--- config.mk ---
export PLATFORM = sky130hd
export DESIGN_NAME = backplane_io_slave_port
export DESIGN_NICKNAME = d
export VERILOG_FILES = /design/src/core/io_port_pkg.sv /design/src/core/reset_sequencer.sv /design/src/core/backplane_io_slave_port.sv
export VERILOG_INCLUDE_DIRS = /design/src /design/src/core
export SDC_FILE = /design/constraint.sdc
export NUM_CORES = 1
export LEC_CHECK = 0
export BUFFER_PORTS_ARGS = -buffer_cell sky130_fd_sc_hd__buf_2
export CORE_MARGIN = 3
export CORE_UTILIZATION = 52
export CTS_BUF_LIST = sky130_fd_sc_hd__clkbuf_8
export DETAILED_ROUTE_END_ITERATION = 16
export PLACE_DENSITY = 0.85
export SLEW_MARGIN = 0
export SYNTH_ARGS = -nofsm -noshare
export SYNTH_HDL_FRONTEND = slang
export SYNTH_SLANG_ARGS = --single-unit
--- constraint.sdc ---
create_clock -name clk -period 5.5 [get_ports clk]
set_clock_uncertainty 0.05 [all_clocks]
set_input_delay 0.275 -clock clk [delete_from_list [all_inputs] [get_ports clk]]
set_output_delay 0.275 -clock clk [all_outputs]
set_load 0.02 [all_outputs]
--- src/core/io_port_map.svh ---
`ifndef IO_PORT_MAP_SVH
`define IO_PORT_MAP_SVH

// clock rate of the card controller
`define CLK_HZ 10000000
`define CLK_PERIOD_NS 100

// restart delays as printed, and their cycle counts
`define RESET_WAIT_MS 50
`define POWER_WAIT_MS 80
`define RESET_WAIT_CYCLES (`RESET_WAIT_MS * (`CLK_HZ / 1000))
`define POWER_WAIT_CYCLES (`POWER_WAIT_MS * (`CLK_HZ / 1000))

// interrupt pulse length as printed, and its cycle count
`define IRQ_PULSE_NS 5000
`define IRQ_PULSE_CYCLES (`IRQ_PULSE_NS / `CLK_PERIOD_NS)

// register offsets inside the two-byte window (address bit 0)
`define STATUS_OFFSET 1'h0
`define DATA_OFFSET 1'h1

// status byte layout
`define TX_AVAIL_BIT 7
`define RX_READY_BIT 6
`define STATUS_RESET 8'h00
`define BYTE_RESET 8'h00

`endif

--- src/core/io_port_pkg.sv ---
package io_port_pkg;

	// one byte of the backplane data bus
	typedef logic [7:0] byte_t;

	// restart delay counter, wide enough for the power-on delay
	typedef logic [19:0] wait_cnt_t;

	// interrupt pulse counter
	typedef logic [5:0] irq_cnt_t;

	// restart sequence of the card controller
	typedef enum logic [1:0] {
		seq_power_wait,
		seq_held,
		seq_reset_wait,
		seq_running
	} seq_state_t;

endpackage : io_port_pkg

--- src/core/reset_sequencer.sv ---
`timescale 1ns/1ns
`default_nettype none
`include "io_port_map.svh"

module reset_sequencer #(
	parameter int RESET_WAIT_CYCLES = `RESET_WAIT_CYCLES,
	parameter int POWER_WAIT_CYCLES = `POWER_WAIT_CYCLES
) (
	input wire logic clk,
	input wire logic nrst,
	input wire logic local_reset_jumper,
	output logic ctrl_run
);
	import io_port_pkg::*;

	// last count of each delay, cast to the counter width
	localparam wait_cnt_t RESET_LAST = wait_cnt_t'(RESET_WAIT_CYCLES - 1);
	localparam wait_cnt_t POWER_LAST = wait_cnt_t'(POWER_WAIT_CYCLES - 1);

	seq_state_t state_reg; // where the restart stands
	seq_state_t state_next;
	wait_cnt_t cnt_reg; // cycles spent waiting
	logic counting; // a delay is running

	// next state; the jumper wins over any delay in progress
	always_comb begin
		state_next = state_reg;
		case (state_reg)
			seq_power_wait: begin
				if (local_reset_jumper) begin
					state_next = seq_held;
				end else if (cnt_reg == POWER_LAST) begin
					state_next = seq_running;
				end
			end
			seq_held: begin
				// released only when the contact opens
				if (!local_reset_jumper) begin
					state_next = seq_reset_wait;
				end
			end
			seq_reset_wait: begin
				if (local_reset_jumper) begin
					state_next = seq_held;
				end else if (cnt_reg == RESET_LAST) begin
					state_next = seq_running;
				end
			end
			seq_running: begin
				if (local_reset_jumper) begin
					state_next = seq_held;
				end
			end
			default: begin
				state_next = seq_held;
			end
		endcase
	end

	assign counting = (state_reg == seq_power_wait) || (state_reg == seq_reset_wait);

	// state register; supply monitor restarts the long delay
	always_ff @(posedge clk or negedge nrst) begin
		if (!nrst) begin
			state_reg <= seq_power_wait;
		end else begin
			state_reg <= state_next;
		end
	end

	// delay counter, cleared whenever the state changes
	always_ff @(posedge clk or negedge nrst) begin
		if (!nrst) begin
			cnt_reg <= '0;
		end else if (counting && (state_next == state_reg)) begin
			cnt_reg <= cnt_reg + wait_cnt_t'(1);
		end else begin
			cnt_reg <= '0;
		end
	end

	// run level for the controller, from a register
	always_ff @(posedge clk or negedge nrst) begin
		if (!nrst) begin
			ctrl_run <= 1'b0;
		end else begin
			ctrl_run <= (state_next == seq_running);
		end
	end

endmodule : reset_sequencer
`default_nettype wire

--- src/core/backplane_io_slave_port.sv ---
`timescale 1ns/1ns
`default_nettype none
`include "io_port_map.svh"

module backplane_io_slave_port #(
	parameter int RESET_WAIT_CYCLES = `RESET_WAIT_CYCLES,
	parameter int POWER_WAIT_CYCLES = `POWER_WAIT_CYCLES
) (
	input wire logic clk,
	input wire logic nrst, // supply monitor, active low
	input wire logic local_reset_jumper, // 1 = pins shorted
	input wire logic cpu_mode_jumper, // 1 = fitted
	input wire logic irq_route_jumper, // 1 = fitted
	input wire logic cycle_qualify_switch, // 1 = switch ON
	input wire logic [6:0] base_addr_switches, // switches two..eight, 1 = ON
	input wire io_port_pkg::byte_t addr, // backplane address, low byte
	input wire io_port_pkg::byte_t data_in, // backplane data, master driving
	output var io_port_pkg::byte_t data_out, // backplane data, card driving
	output logic data_oe, // card drives the data bus
	input wire logic io_request_n,
	input wire logic rd_n,
	input wire logic wr_n,
	input wire logic first_cycle_n,
	output logic int_out_n, // interrupt pin level when driven
	output logic int_oe, // interrupt pin is pulled low
	output logic irq_indicator, // lamp
	output logic ctrl_run, // controller out of reset
	output logic debug_mode, // controller operating mode
	output logic channels_at_min, // all outputs forced to scale bottom
	input wire io_port_pkg::byte_t ctrl_tx_byte, // byte for the master
	input wire logic ctrl_tx_load, // pulse: controller posts a byte
	output var io_port_pkg::byte_t ctrl_rx_byte, // byte from the master
	input wire logic ctrl_rx_take // pulse: controller consumed the byte
);
	import io_port_pkg::*;

	// pulse length and its last count, for logic and checks
	localparam int IRQ_CYCLES = `IRQ_PULSE_CYCLES;
	localparam int IRQ_LAST = IRQ_CYCLES - 1;
	localparam irq_cnt_t IRQ_CNT_LAST = irq_cnt_t'(IRQ_LAST);

	// decode
	logic [6:0] base_bits; // switch levels as address bits
	logic cycle_ok; // machine-cycle qualification passed
	logic window_hit; // address and request match the card
	logic rd_hit; // read strobe inside the window
	logic wr_hit; // write strobe inside the window
	logic data_sel; // A0 points at the data byte
	logic rd_prev_reg; // read strobe seen last cycle
	logic wr_prev_reg; // write strobe seen last cycle
	logic rd_start; // first cycle of a read
	logic wr_start; // first cycle of a write

	// flags and bytes
	logic tx_avail_reg; // byte waiting for the master
	logic rx_ready_reg; // card can take a byte
	logic tx_prev_reg;
	logic rx_prev_reg;
	logic run_prev_reg;
	logic run_start; // first running cycle
	byte_t tx_byte_reg; // outgoing byte
	byte_t status_byte; // assembled status value

	// interrupt
	logic comm_request; // level request
	logic request_event; // a flag just rose
	logic irq_pulse_reg; // pulse in progress
	logic irq_pending_reg; // event seen during a pulse
	irq_cnt_t irq_cnt_reg;

	// restart timing lives in its own module; the backplane reset
	// pin is deliberately not an input at all
	reset_sequencer #(
		.RESET_WAIT_CYCLES(RESET_WAIT_CYCLES),
		.POWER_WAIT_CYCLES(POWER_WAIT_CYCLES)
	) u_seq (
		.clk(clk),
		.nrst(nrst),
		.local_reset_jumper(local_reset_jumper),
		.ctrl_run(ctrl_run)
	);

	// switch ON pulls its line to zero
	assign base_bits = ~base_addr_switches;

	// with qualification on, a cycle with the first-cycle line low
	// is an acknowledge, not an access
	assign cycle_ok = !cycle_qualify_switch || first_cycle_n;

	// A0 is left out of the compare, so the window is two bytes
	// on an even base anywhere in the low 256 bytes
	assign window_hit = (addr[7:1] == base_bits) && !io_request_n && cycle_ok;

	// strobes; a write with read also low is treated as no write
	assign rd_hit = window_hit && !rd_n;
	assign wr_hit = window_hit && !wr_n && rd_n;
	assign data_sel = (addr[0] == `DATA_OFFSET);

	// strobe history, so each access acts once however long it lasts
	always_ff @(posedge clk or negedge nrst) begin
		if (!nrst) begin
			rd_prev_reg <= 1'b0;
			wr_prev_reg <= 1'b0;
		end else begin
			rd_prev_reg <= rd_hit;
			wr_prev_reg <= wr_hit;
		end
	end

	assign rd_start = rd_hit && !rd_prev_reg;
	assign wr_start = wr_hit && !wr_prev_reg;

	// run edge, used to present the idle flags
	always_ff @(posedge clk or negedge nrst) begin
		if (!nrst) begin
			run_prev_reg <= 1'b0;
		end else begin
			run_prev_reg <= ctrl_run;
		end
	end

	assign run_start = ctrl_run && !run_prev_reg;

	// outgoing flag; a new post in the same cycle as the fetch wins
	always_ff @(posedge clk or negedge nrst) begin
		if (!nrst) begin
			tx_avail_reg <= 1'b0;
		end else if (!ctrl_run || run_start) begin
			tx_avail_reg <= 1'b0;
		end else begin
			tx_avail_reg <= ctrl_tx_load || (tx_avail_reg && !(rd_start && data_sel));
		end
	end

	// ready flag; consumption by the controller wins over a master write
	always_ff @(posedge clk or negedge nrst) begin
		if (!nrst) begin
			rx_ready_reg <= 1'b0;
		end else if (!ctrl_run) begin
			rx_ready_reg <= 1'b0; // not ready while held
		end else if (run_start) begin
			rx_ready_reg <= 1'b1;
		end else begin
			rx_ready_reg <= ctrl_rx_take || (rx_ready_reg && !(wr_start && data_sel));
		end
	end

	// outgoing byte, posted by the controller
	always_ff @(posedge clk or negedge nrst) begin
		if (!nrst) begin
			tx_byte_reg <= `BYTE_RESET;
		end else if (ctrl_tx_load) begin
			tx_byte_reg <= ctrl_tx_byte;
		end
	end

	// incoming byte; status writes fall through untouched
	always_ff @(posedge clk or negedge nrst) begin
		if (!nrst) begin
			ctrl_rx_byte <= `BYTE_RESET;
		end else if (wr_start && data_sel) begin
			ctrl_rx_byte <= data_in;
		end
	end

	// status layout; unused bits read zero
	always_comb begin
		status_byte = `STATUS_RESET;
		status_byte[`TX_AVAIL_BIT] = tx_avail_reg;
		status_byte[`RX_READY_BIT] = rx_ready_reg;
	end

	// read path: data and enable from flops, so they move together,
	// one cycle behind the strobe
	always_ff @(posedge clk or negedge nrst) begin
		if (!nrst) begin
			data_out <= `BYTE_RESET;
			data_oe <= 1'b0;
		end else begin
			data_oe <= rd_hit;
			if (data_sel) begin
				data_out <= tx_byte_reg;
			end else begin
				data_out <= status_byte;
			end
		end
	end

	// request level and rising flags
	assign comm_request = tx_avail_reg || rx_ready_reg;

	always_ff @(posedge clk or negedge nrst) begin
		if (!nrst) begin
			tx_prev_reg <= 1'b0;
			rx_prev_reg <= 1'b0;
		end else begin
			tx_prev_reg <= tx_avail_reg;
			rx_prev_reg <= rx_ready_reg;
		end
	end

	assign request_event = (tx_avail_reg && !tx_prev_reg) || (rx_ready_reg && !rx_prev_reg);

	// pulse generator; an event during a pulse is kept and fired after,
	// so the master never misses one, at the cost of back-to-back pulses
	always_ff @(posedge clk or negedge nrst) begin
		if (!nrst) begin
			irq_pulse_reg <= 1'b0;
			irq_pending_reg <= 1'b0;
			irq_cnt_reg <= '0;
		end else if (irq_pulse_reg) begin
			irq_pending_reg <= irq_pending_reg || request_event;
			if (irq_cnt_reg == IRQ_CNT_LAST) begin
				irq_pulse_reg <= 1'b0;
				irq_cnt_reg <= '0;
			end else begin
				irq_cnt_reg <= irq_cnt_reg + irq_cnt_t'(1);
			end
		end else if (comm_request && (request_event || irq_pending_reg)) begin
			irq_pulse_reg <= 1'b1;
			irq_pending_reg <= 1'b0;
		end else begin
			irq_pending_reg <= 1'b0;
		end
	end

	// open-drain pin: only pulled low, only when routed
	assign int_out_n = 1'b0;
	assign int_oe = irq_pulse_reg && irq_route_jumper;
	assign irq_indicator = irq_pulse_reg;

	// mode taken while held, so it cannot change under a running cpu
	always_ff @(posedge clk or negedge nrst) begin
		if (!nrst) begin
			debug_mode <= 1'b0;
		end else if (!ctrl_run) begin
			debug_mode <= cpu_mode_jumper;
		end
	end

	// outputs parked at scale bottom whenever the controller is down
	assign channels_at_min = !ctrl_run;

	// checks

	a_route_gate: assert property (@(posedge clk) disable iff (!nrst)
		!irq_route_jumper |-> !int_oe)
		else $error("interrupt driven with routing jumper open");

	a_jumper_holds: assert property (@(posedge clk) disable iff (!nrst)
		local_reset_jumper ##1 local_reset_jumper |-> !ctrl_run)
		else $error("controller running with reset jumper shorted");

	a_mode_follow: assert property (@(posedge clk) disable iff (!nrst)
		!ctrl_run && $past(!ctrl_run) |-> debug_mode == $past(cpu_mode_jumper))
		else $error("mode does not follow jumper while held");

	a_qualify_block: assert property (@(posedge clk) disable iff (!nrst)
		cycle_qualify_switch && !first_cycle_n |=> !data_oe)
		else $error("access answered during first machine cycle");

	a_min_while_down: assert property (@(posedge clk) disable iff (!nrst)
		$fell(ctrl_run) |-> channels_at_min[*8])
		else $error("channels not held at scale bottom");

	a_restart_delay: assert property (@(posedge clk) disable iff (!nrst)
		$fell(local_reset_jumper) |-> !ctrl_run[*8])
		else $error("controller restarted too early");

	a_request_pulse: assert property (@(posedge clk) disable iff (!nrst)
		$rose(rx_ready_reg) |-> ##[1:120] irq_pulse_reg)
		else $error("no pulse after ready flag rose");

	// check helper: cycles the pulse has stood so far; kept apart from the
	// generator's own counter, so a wrong limit there still shows up
	logic [6:0] pulse_len_reg;

	// counts while the pulse stands, back to zero once it drops
	always_ff @(posedge clk or negedge nrst) begin
		if (!nrst) begin
			pulse_len_reg <= '0;
		end else if (irq_pulse_reg) begin
			pulse_len_reg <= pulse_len_reg + 7'(1);
		end else begin
			pulse_len_reg <= '0;
		end
	end

	a_pulse_length: assert property (@(posedge clk) disable iff (!nrst)
		$fell(irq_pulse_reg) |-> pulse_len_reg == 7'(IRQ_CYCLES))
		else $error("interrupt pulse length wrong");

	a_pulse_bound: assert property (@(posedge clk) disable iff (!nrst)
		irq_pulse_reg |-> pulse_len_reg < 7'(IRQ_CYCLES))
		else $error("interrupt pulse overran");

	a_lamp_tracks: assert property (@(posedge clk) disable iff (!nrst)
		irq_route_jumper |-> (int_oe == irq_indicator))
		else $error("lamp and interrupt disagree");

	a_window_match: assert property (@(posedge clk) disable iff (!nrst)
		data_oe |-> $past(addr[7:1]) == $past(~base_addr_switches))
		else $error("answered outside the address window");

	a_status_layout: assert property (@(posedge clk) disable iff (!nrst)
		rd_hit && !data_sel |=> data_out == {$past(tx_avail_reg), $past(rx_ready_reg), 6'h00})
		else $error("status byte layout wrong");

	a_idle_flags: assert property (@(posedge clk) disable iff (!nrst)
		$rose(ctrl_run) |=> rx_ready_reg && !tx_avail_reg)
		else $error("flags not idle after restart");

	a_read_clears: assert property (@(posedge clk) disable iff (!nrst)
		ctrl_run && !run_start && rd_start && data_sel && !ctrl_tx_load |=> !tx_avail_reg)
		else $error("data read left tx flag set");

	a_write_clears: assert property (@(posedge clk) disable iff (!nrst)
		ctrl_run && !run_start && wr_start && data_sel && !ctrl_rx_take
		|=> !rx_ready_reg && ctrl_rx_byte == $past(data_in))
		else $error("data write not taken");

	// a write aimed at the status byte must leave the data byte alone
	a_status_readonly: assert property (@(posedge clk) disable iff (!nrst)
		wr_start && !data_sel |=> ctrl_rx_byte == $past(ctrl_rx_byte))
		else $error("status write changed the data byte");

endmodule : backplane_io_slave_port
`default_nettype wire

Yosys cells after proc, flatten, opt, wreduce, memory -nomap -nowiden
Index checks and enable logic that the tools add are counted.
{"block": "classes", "reduce_logical": 38, "add_sub_neg": 2, "n_mux": 17, "bitwise": 1, "eq_ne": 9}
{"cell": "$add 20x1->20 const B", "count": 1}
{"cell": "$eq 20x19->1 const B", "count": 1}
{"cell": "$eq 20x20->1 const B", "count": 1}
{"cell": "$mux 20", "count": 1}
{"cell": "$logic_and 1x1->1", "count": 17}
{"cell": "$logic_not 1->1", "count": 12}
{"cell": "$mux 2", "count": 6}
{"cell": "$logic_or 1x1->1", "count": 8}
{"cell": "$mux 8", "count": 1}
{"cell": "$pmux 2 s4", "count": 1}
{"cell": "$eq 7x7->1", "count": 1}
{"cell": "$mux 1", "count": 7}
{"cell": "$not 7->7", "count": 1}
{"cell": "$add 6x1->6 const B", "count": 1}
{"cell": "$eq 2x2->1 const B", "count": 3}
{"cell": "$eq 6x6->1 const B", "count": 1}
{"cell": "$mux 6", "count": 1}
{"cell": "$eq 2x1->1 const B", "count": 1}
{"cell": "$eq 2x2->1", "count": 1}
{"cell": "$logic_not 2->1", "count": 1}
{"block": "totals", "word_cells": 84, "regBits": 63}

Logic depth before layout (Yosys ltp)
{"block": "depth", "word_depth": 13, "depth_mapped": 7, "mapped_depth_nobuf": 7}

By module
A second synthesis with hierarchy kept.
{"block": "unflattened", "cells_unflattened": 249, "hier_area_um2": 2905.3}
{"mod": "backplane_io_slave_port", "seq_area_each_um2": 1001.0, "cells_per_inst": 127, "area_each_um2": 1640.3, "instances": 1}
{"mod": "reset_sequencer", "seq_area_each_um2": 575.6, "cells_per_inst": 122, "area_each_um2": 1265.0, "instances": 1}

Least setup slack after synthesis
OpenSTA, ideal clock, no wires.
{"block": "synth_timing", "path_kind": "input to register", "from": "input port addr[5]", "to": "register ctrl_rx_byte[0]", "required_time_ns": 5.325, "cell_stages": 5, "slack_ns": 3.439, "t_arrival_ns": 1.886, "cell_sequence": "a21oi_1 -> o221ai_1 -> or4_4 -> nor4_4 -> mux2_2"}
{"block": "synth_via", "elab_chain_cells": 7}
{"item": "from (decl)", "line": "backplane_io_slave_port.sv:16", "rtl": "input wire io_port_pkg::byte_t addr,"}
{"item": "$eq 7x7->1", "line": "backplane_io_slave_port.sv:92", "rtl": "assign window_hit = (addr[7:1] == base_bits) && !io_request_n && cycle_ok;"}
{"item": "$logic_and 1x1->1 (2 in a row)", "line": "backplane_io_slave_port.sv:92"}
{"item": "$logic_and 1x1->1 (2 in a row)", "line": "backplane_io_slave_port.sv:96", "rtl": "assign wr_hit = window_hit && !wr_n && rd_n;"}
{"item": "$logic_and 1x1->1", "line": "backplane_io_slave_port.sv:111", "rtl": "assign wr_start = wr_hit && !wr_prev_reg;"}
{"item": "$logic_and 1x1->1", "line": "backplane_io_slave_port.sv:161", "rtl": "end else if (wr_start && data_sel) begin"}
{"item": "to (signal assigned)", "line": "backplane_io_slave_port.sv:160", "rtl": "ctrl_rx_byte <= `BYTE_RESET;"}
{"item": "to (signal assigned)", "line": "backplane_io_slave_port.sv:162", "rtl": "ctrl_rx_byte <= data_in;"}
{"item": "to (decl)", "line": "backplane_io_slave_port.sv:32", "rtl": "output var io_port_pkg::byte_t ctrl_rx_byte,"}
Every way passes these cells.
A chain may end at the register's enable or synchronous reset.

Worst setup path in the final report
{"block": "layout_timing", "from": "register u_seq.cnt_reg[0]", "to": "register u_seq.cnt_reg[6]"}
{"block": "layout_via", "elab_chain_cells": 7, "elab_cells_between_ends": 11, "classes_between": "1 x add/sub; 3 x eq/ne; 6 x mux; 1 x reduce/logical"}
{"item": "from (decl)", "line": "reset_sequencer.sv:22", "rtl": "wait_cnt_t cnt_reg;"}
{"item": "from (signal assigned)", "line": "reset_sequencer.sv:76", "rtl": "cnt_reg <= cnt_reg + wait_cnt_t'(1);"}
{"item": "$eq 20x19->1 or $eq 20x20->1 (tied branches)", "line": "reset_sequencer.sv:45, reset_sequencer.sv:32"}
{"item": "$mux 2 (on tied branches)", "line": "reset_sequencer.sv:45, reset_sequencer.sv:32"}
{"item": "$mux 2 (on tied branches)", "line": "reset_sequencer.sv:43, reset_sequencer.sv:30"}
{"item": "$pmux 2 s4", "line": "reset_sequencer.sv:28", "rtl": "case (state_reg)"}
{"item": "$eq 2x2->1", "line": "reset_sequencer.sv:75", "rtl": "end else if (counting && (state_next == state_reg)) begin"}
{"item": "$logic_and 1x1->1", "line": "reset_sequencer.sv:75"}
{"item": "$mux 20 *", "line": "reset_sequencer.sv:75"}
Mark *: on every way between the ends. The rest lies on a longest branch, timed or not.

==> summary.md <==
| Metric | Value |
|---|---|
| Total grt overflow | `0` |
| Max-Cap Viols | `0` |
| DRC | `0` |
| VDD IR max | `approximately 0.19 mV` |
| Leakage | `0.00157 uW` |
| Largest net degree at the start of global routing | `64` |
| Largest family of logic cells by synthesized area | `simple AND/OR/NAND/NOR gates` |
| Hold_buf cts | `0` |
| Final Max Tran Viols | `0` |
| Filler cells | `around 400` |
| Violation count after the first detailed-route iteration | `83` |
| Commonest non-fill, non-tap cell in the layout | `buf_2` |
| # rows | `25` |
| Pwr Density | `about 270 mW/mm2` |
| FF-to-FF setup slack | `3.00 ns` |
| Fin util | `0.675` |
| Initial antenna violation count | `0` |
| Count of input and output buffers | `64` |
| Slowest cell on crit path | `a2111o_1` |
| Post-CTS sizing | `0` |
| Bufs and invs on worst path | `0` |
| Clock Path Buffers | `2` |
| Synthesized area | `about 0.0028 mm2` |
| Routability-driven placement congestion ratio | `0.826` |
| Global Route Usage Sum | `0.181` |
| Drt total wl | `roughly 5300 um` |
| Die height | `78.8 um` |
| Maximum clock rate | `400 MHz` |
| Worst R2R Path Depth | `6` |
| Clk Tree Root Cell | `clkbuf_8` |
| Cells after synthesis | `244` |
| Status | `finished clean` |
| Critical path arrival | `2.63 ns` |
| Number of diodes | `0` |
| Final Hold Vio Count | `0` |
| Crit path kind | `reg -> reg` |
| Placed cell area | `0.00314 mm2` |
| Post-Synth Simple-Gate Area | `0.183` |
| Layout cells sized above 1 | `0.307` |
| Post-synthesis mux area share | `0.0731` |
| Cts bufs inserted | `9` |
| Pre-Repair DR Iteration Count | `4` |
| Cell Chain, Critical Path | `ha_1 -> nand4_1 -> or4_1 -> nor3_1 -> a2111o_1 -> nor2_1` |
| Hold Crit Class | `in -> async` |
| DP HPWL | `~3700 um` |
| Die area | `0.00621 mm2` |
| Fin area | `0.00331 mm2` |
| Post-CTS Setup Bufs | `0` |
| I/O pin total | `66` |
| H-tree levels | `3` |
| Final-report setup violation count | `0` |
| Area grow syn2layout | `20.3%` |
| FF+latch count, synth | `63` |
| Ys Warns | `0` |
| Number of flip-flops in the largest register | `20` |
| Min Tclk post-route | `about 2.5 ns` |
| Final ANT Viol Nets | `0` |
| Clock latency on the worst-skew pair | `about 0.33 ns` |
| Max FO, Critical Path | `20` |
| Startpoint types | `flip-flop` |
| NumNets Final | `360` |
| Cell variety after synth | `40` |
| Slew Limit Headroom | `0.398` |
| First-pass GRT wire length | `~8700 um` |
| DR WL/cell | `between 10 and 15 um` |
| CTS clk-pin slew, worst paths | `around 0.07 ns` |
| Post-synthesis adder-cell area fraction | `0.0136` |
| Avg Inst Size Synth | `about 11 um2` |
| Total number of vias | `just over 2000` |
| Vias/cell | `5.26` |
| Crit path depth | `6` |
| RR Endpoint | `u_seq.cnt_reg[6]` |
| Worst slew pin tran | `about 0.89 ns` |
| Fin Setup TNS | `0 ns` |
| Area of the core | `around 0.0049 mm2` |
| Post-synthesis sequential area ratio | `0.572` |
| RSZ-0062 raised after global routing | `false` |
| Initial Util | `0.561` |
| Syn Nets | `290` |
| Clock sink count | `63` |
| Top delay family on crit path | `simple AND/OR/NAND/NOR gates` |
| CTS tree | `done` |
| Die width | `around 79 um` |
| Most frequent cells in the layout | `64 x buf_2, 63 x dfrtp_1, 29 x nor2_1, 17 x mux2_2` |
| Critical Path Max Stage Delay | `approximately 0.6 ns` |
| Synth Area in Compound Gates | `0.0490` |
| Final worst path period share | `0.455` |
| Post-synthesis xor/xnor area fraction | `0.0827` |
| Data required, critical path | `~5.6 ns` |
| Element type at the critical path end | `flip-flop` |
| R2R Path Start | `u_seq.cnt_reg[0]` |
| Vias in the first global route | `between 1500 and 2000` |
## area by class of cell
type | count | area (um2) | area share
inverter | 11 | 41.3 | 0.0125
tap | 67 | 83.8 | 0.0253
timing repair buffer | 65 | 328 | 0.0989
clock inverter | 5 | 25.0 | 0.00755
sequential | 63 | 1580 | 0.476
multi-input combinational | 164 | 1110 | 0.334
clock buffer | 11 | 151 | 0.0457
## cell families after synthesis
| group | Yosys count |
|---|---|
| xor+xnor | 26 |
| mux | 18 |
| fa+ha+maj | 3 |
| other cells | 1 |
| buf+inv | 17 |
| simple gates | 95 |
| compound gates | 21 |
| flops | 63 |
## where the power goes
part	switching, uW	internal (uW)
combinational	40.1	30.9
sequential	8.22	479
clock	166	183
## cells in the mapped netlist
cell type	count	area (um2)
and4_1	2	17.5
nand3_1	10	50.1
buf_2	2	10.0
nor3_1	5	25.0
nor4_4	1	21.3
dfrtp_1	63	1580
conb_1	1	3.75
o221ai_1	1	8.76
or4_1	3	22.5
nand2b_1	3	18.8
ha_1	3	37.5
a2111o_1	1	11.3
buf_4	1	7.51
a21oi_1	4	20.0
mux2_2	17	191
a31oi_1	1	6.26
nand4_1	6	37.5
inv_1	11	41.3
and2_1	7	43.8
o22ai_1	4	25.0
xor2_1	16	140
o41ai_1	1	8.76
nor2_1	29	109
mux2i_1	1	10.0
o31ai_1	1	7.51
nand4b_1	2	17.5
nor2b_1	1	6.26
nor3b_1	2	15.0
xnor2_1	10	87.6
or4_4	1	11.3
nand2_1	16	60.1
nor4_1	2	12.5
nor4bb_1	1	10.0
o21ai_0	5	25.0
and3_1	3	18.8
o21a_1	1	7.51
or3_1	1	6.26
a22oi_1	1	7.51
o211ai_1	1	7.51
clkbuf_1	3	11.3
## how the worst max path moves through the flow
stage                startpoint                 to  slack [ns]
2_1_floorplan           addr[5]    ctrl_rx_byte[0]        3.44
5_1_grt        u_seq.cnt_reg[0]   u_seq.cnt_reg[6]        2.78
3_5_place_dp   u_seq.cnt_reg[0]  u_seq.cnt_reg[12]        3.09
3_3_place_gp            addr[5]    ctrl_rx_byte[5]        3.15
6_report       u_seq.cnt_reg[0]   u_seq.cnt_reg[6]        3.00
4_1_cts        u_seq.cnt_reg[0]   u_seq.cnt_reg[6]        3.01
## per-stage QoR
step	setup slack, ns	hold WS, ns	cells	total power (uW)
2_1_floorplan	3.44	-0.0706	244	530
3_3_place_gp	3.15	0.378	370	565
3_5_place_dp	3.09	0.376	370	568
4_1_cts	3.01	0.0564	386	919
5_1_grt	2.78	0.0770	386	951
6_report	3.00	0.0318	386	907
## layer usage
metal / wire length (um) / track usage
met2: 2720 / 0.287
met5: 0 / 0
met4: 22 / 0.0559
met1: 2240 / 0.227
met3: 323 / 0.0748
Power figures use the tool's default switching activity.
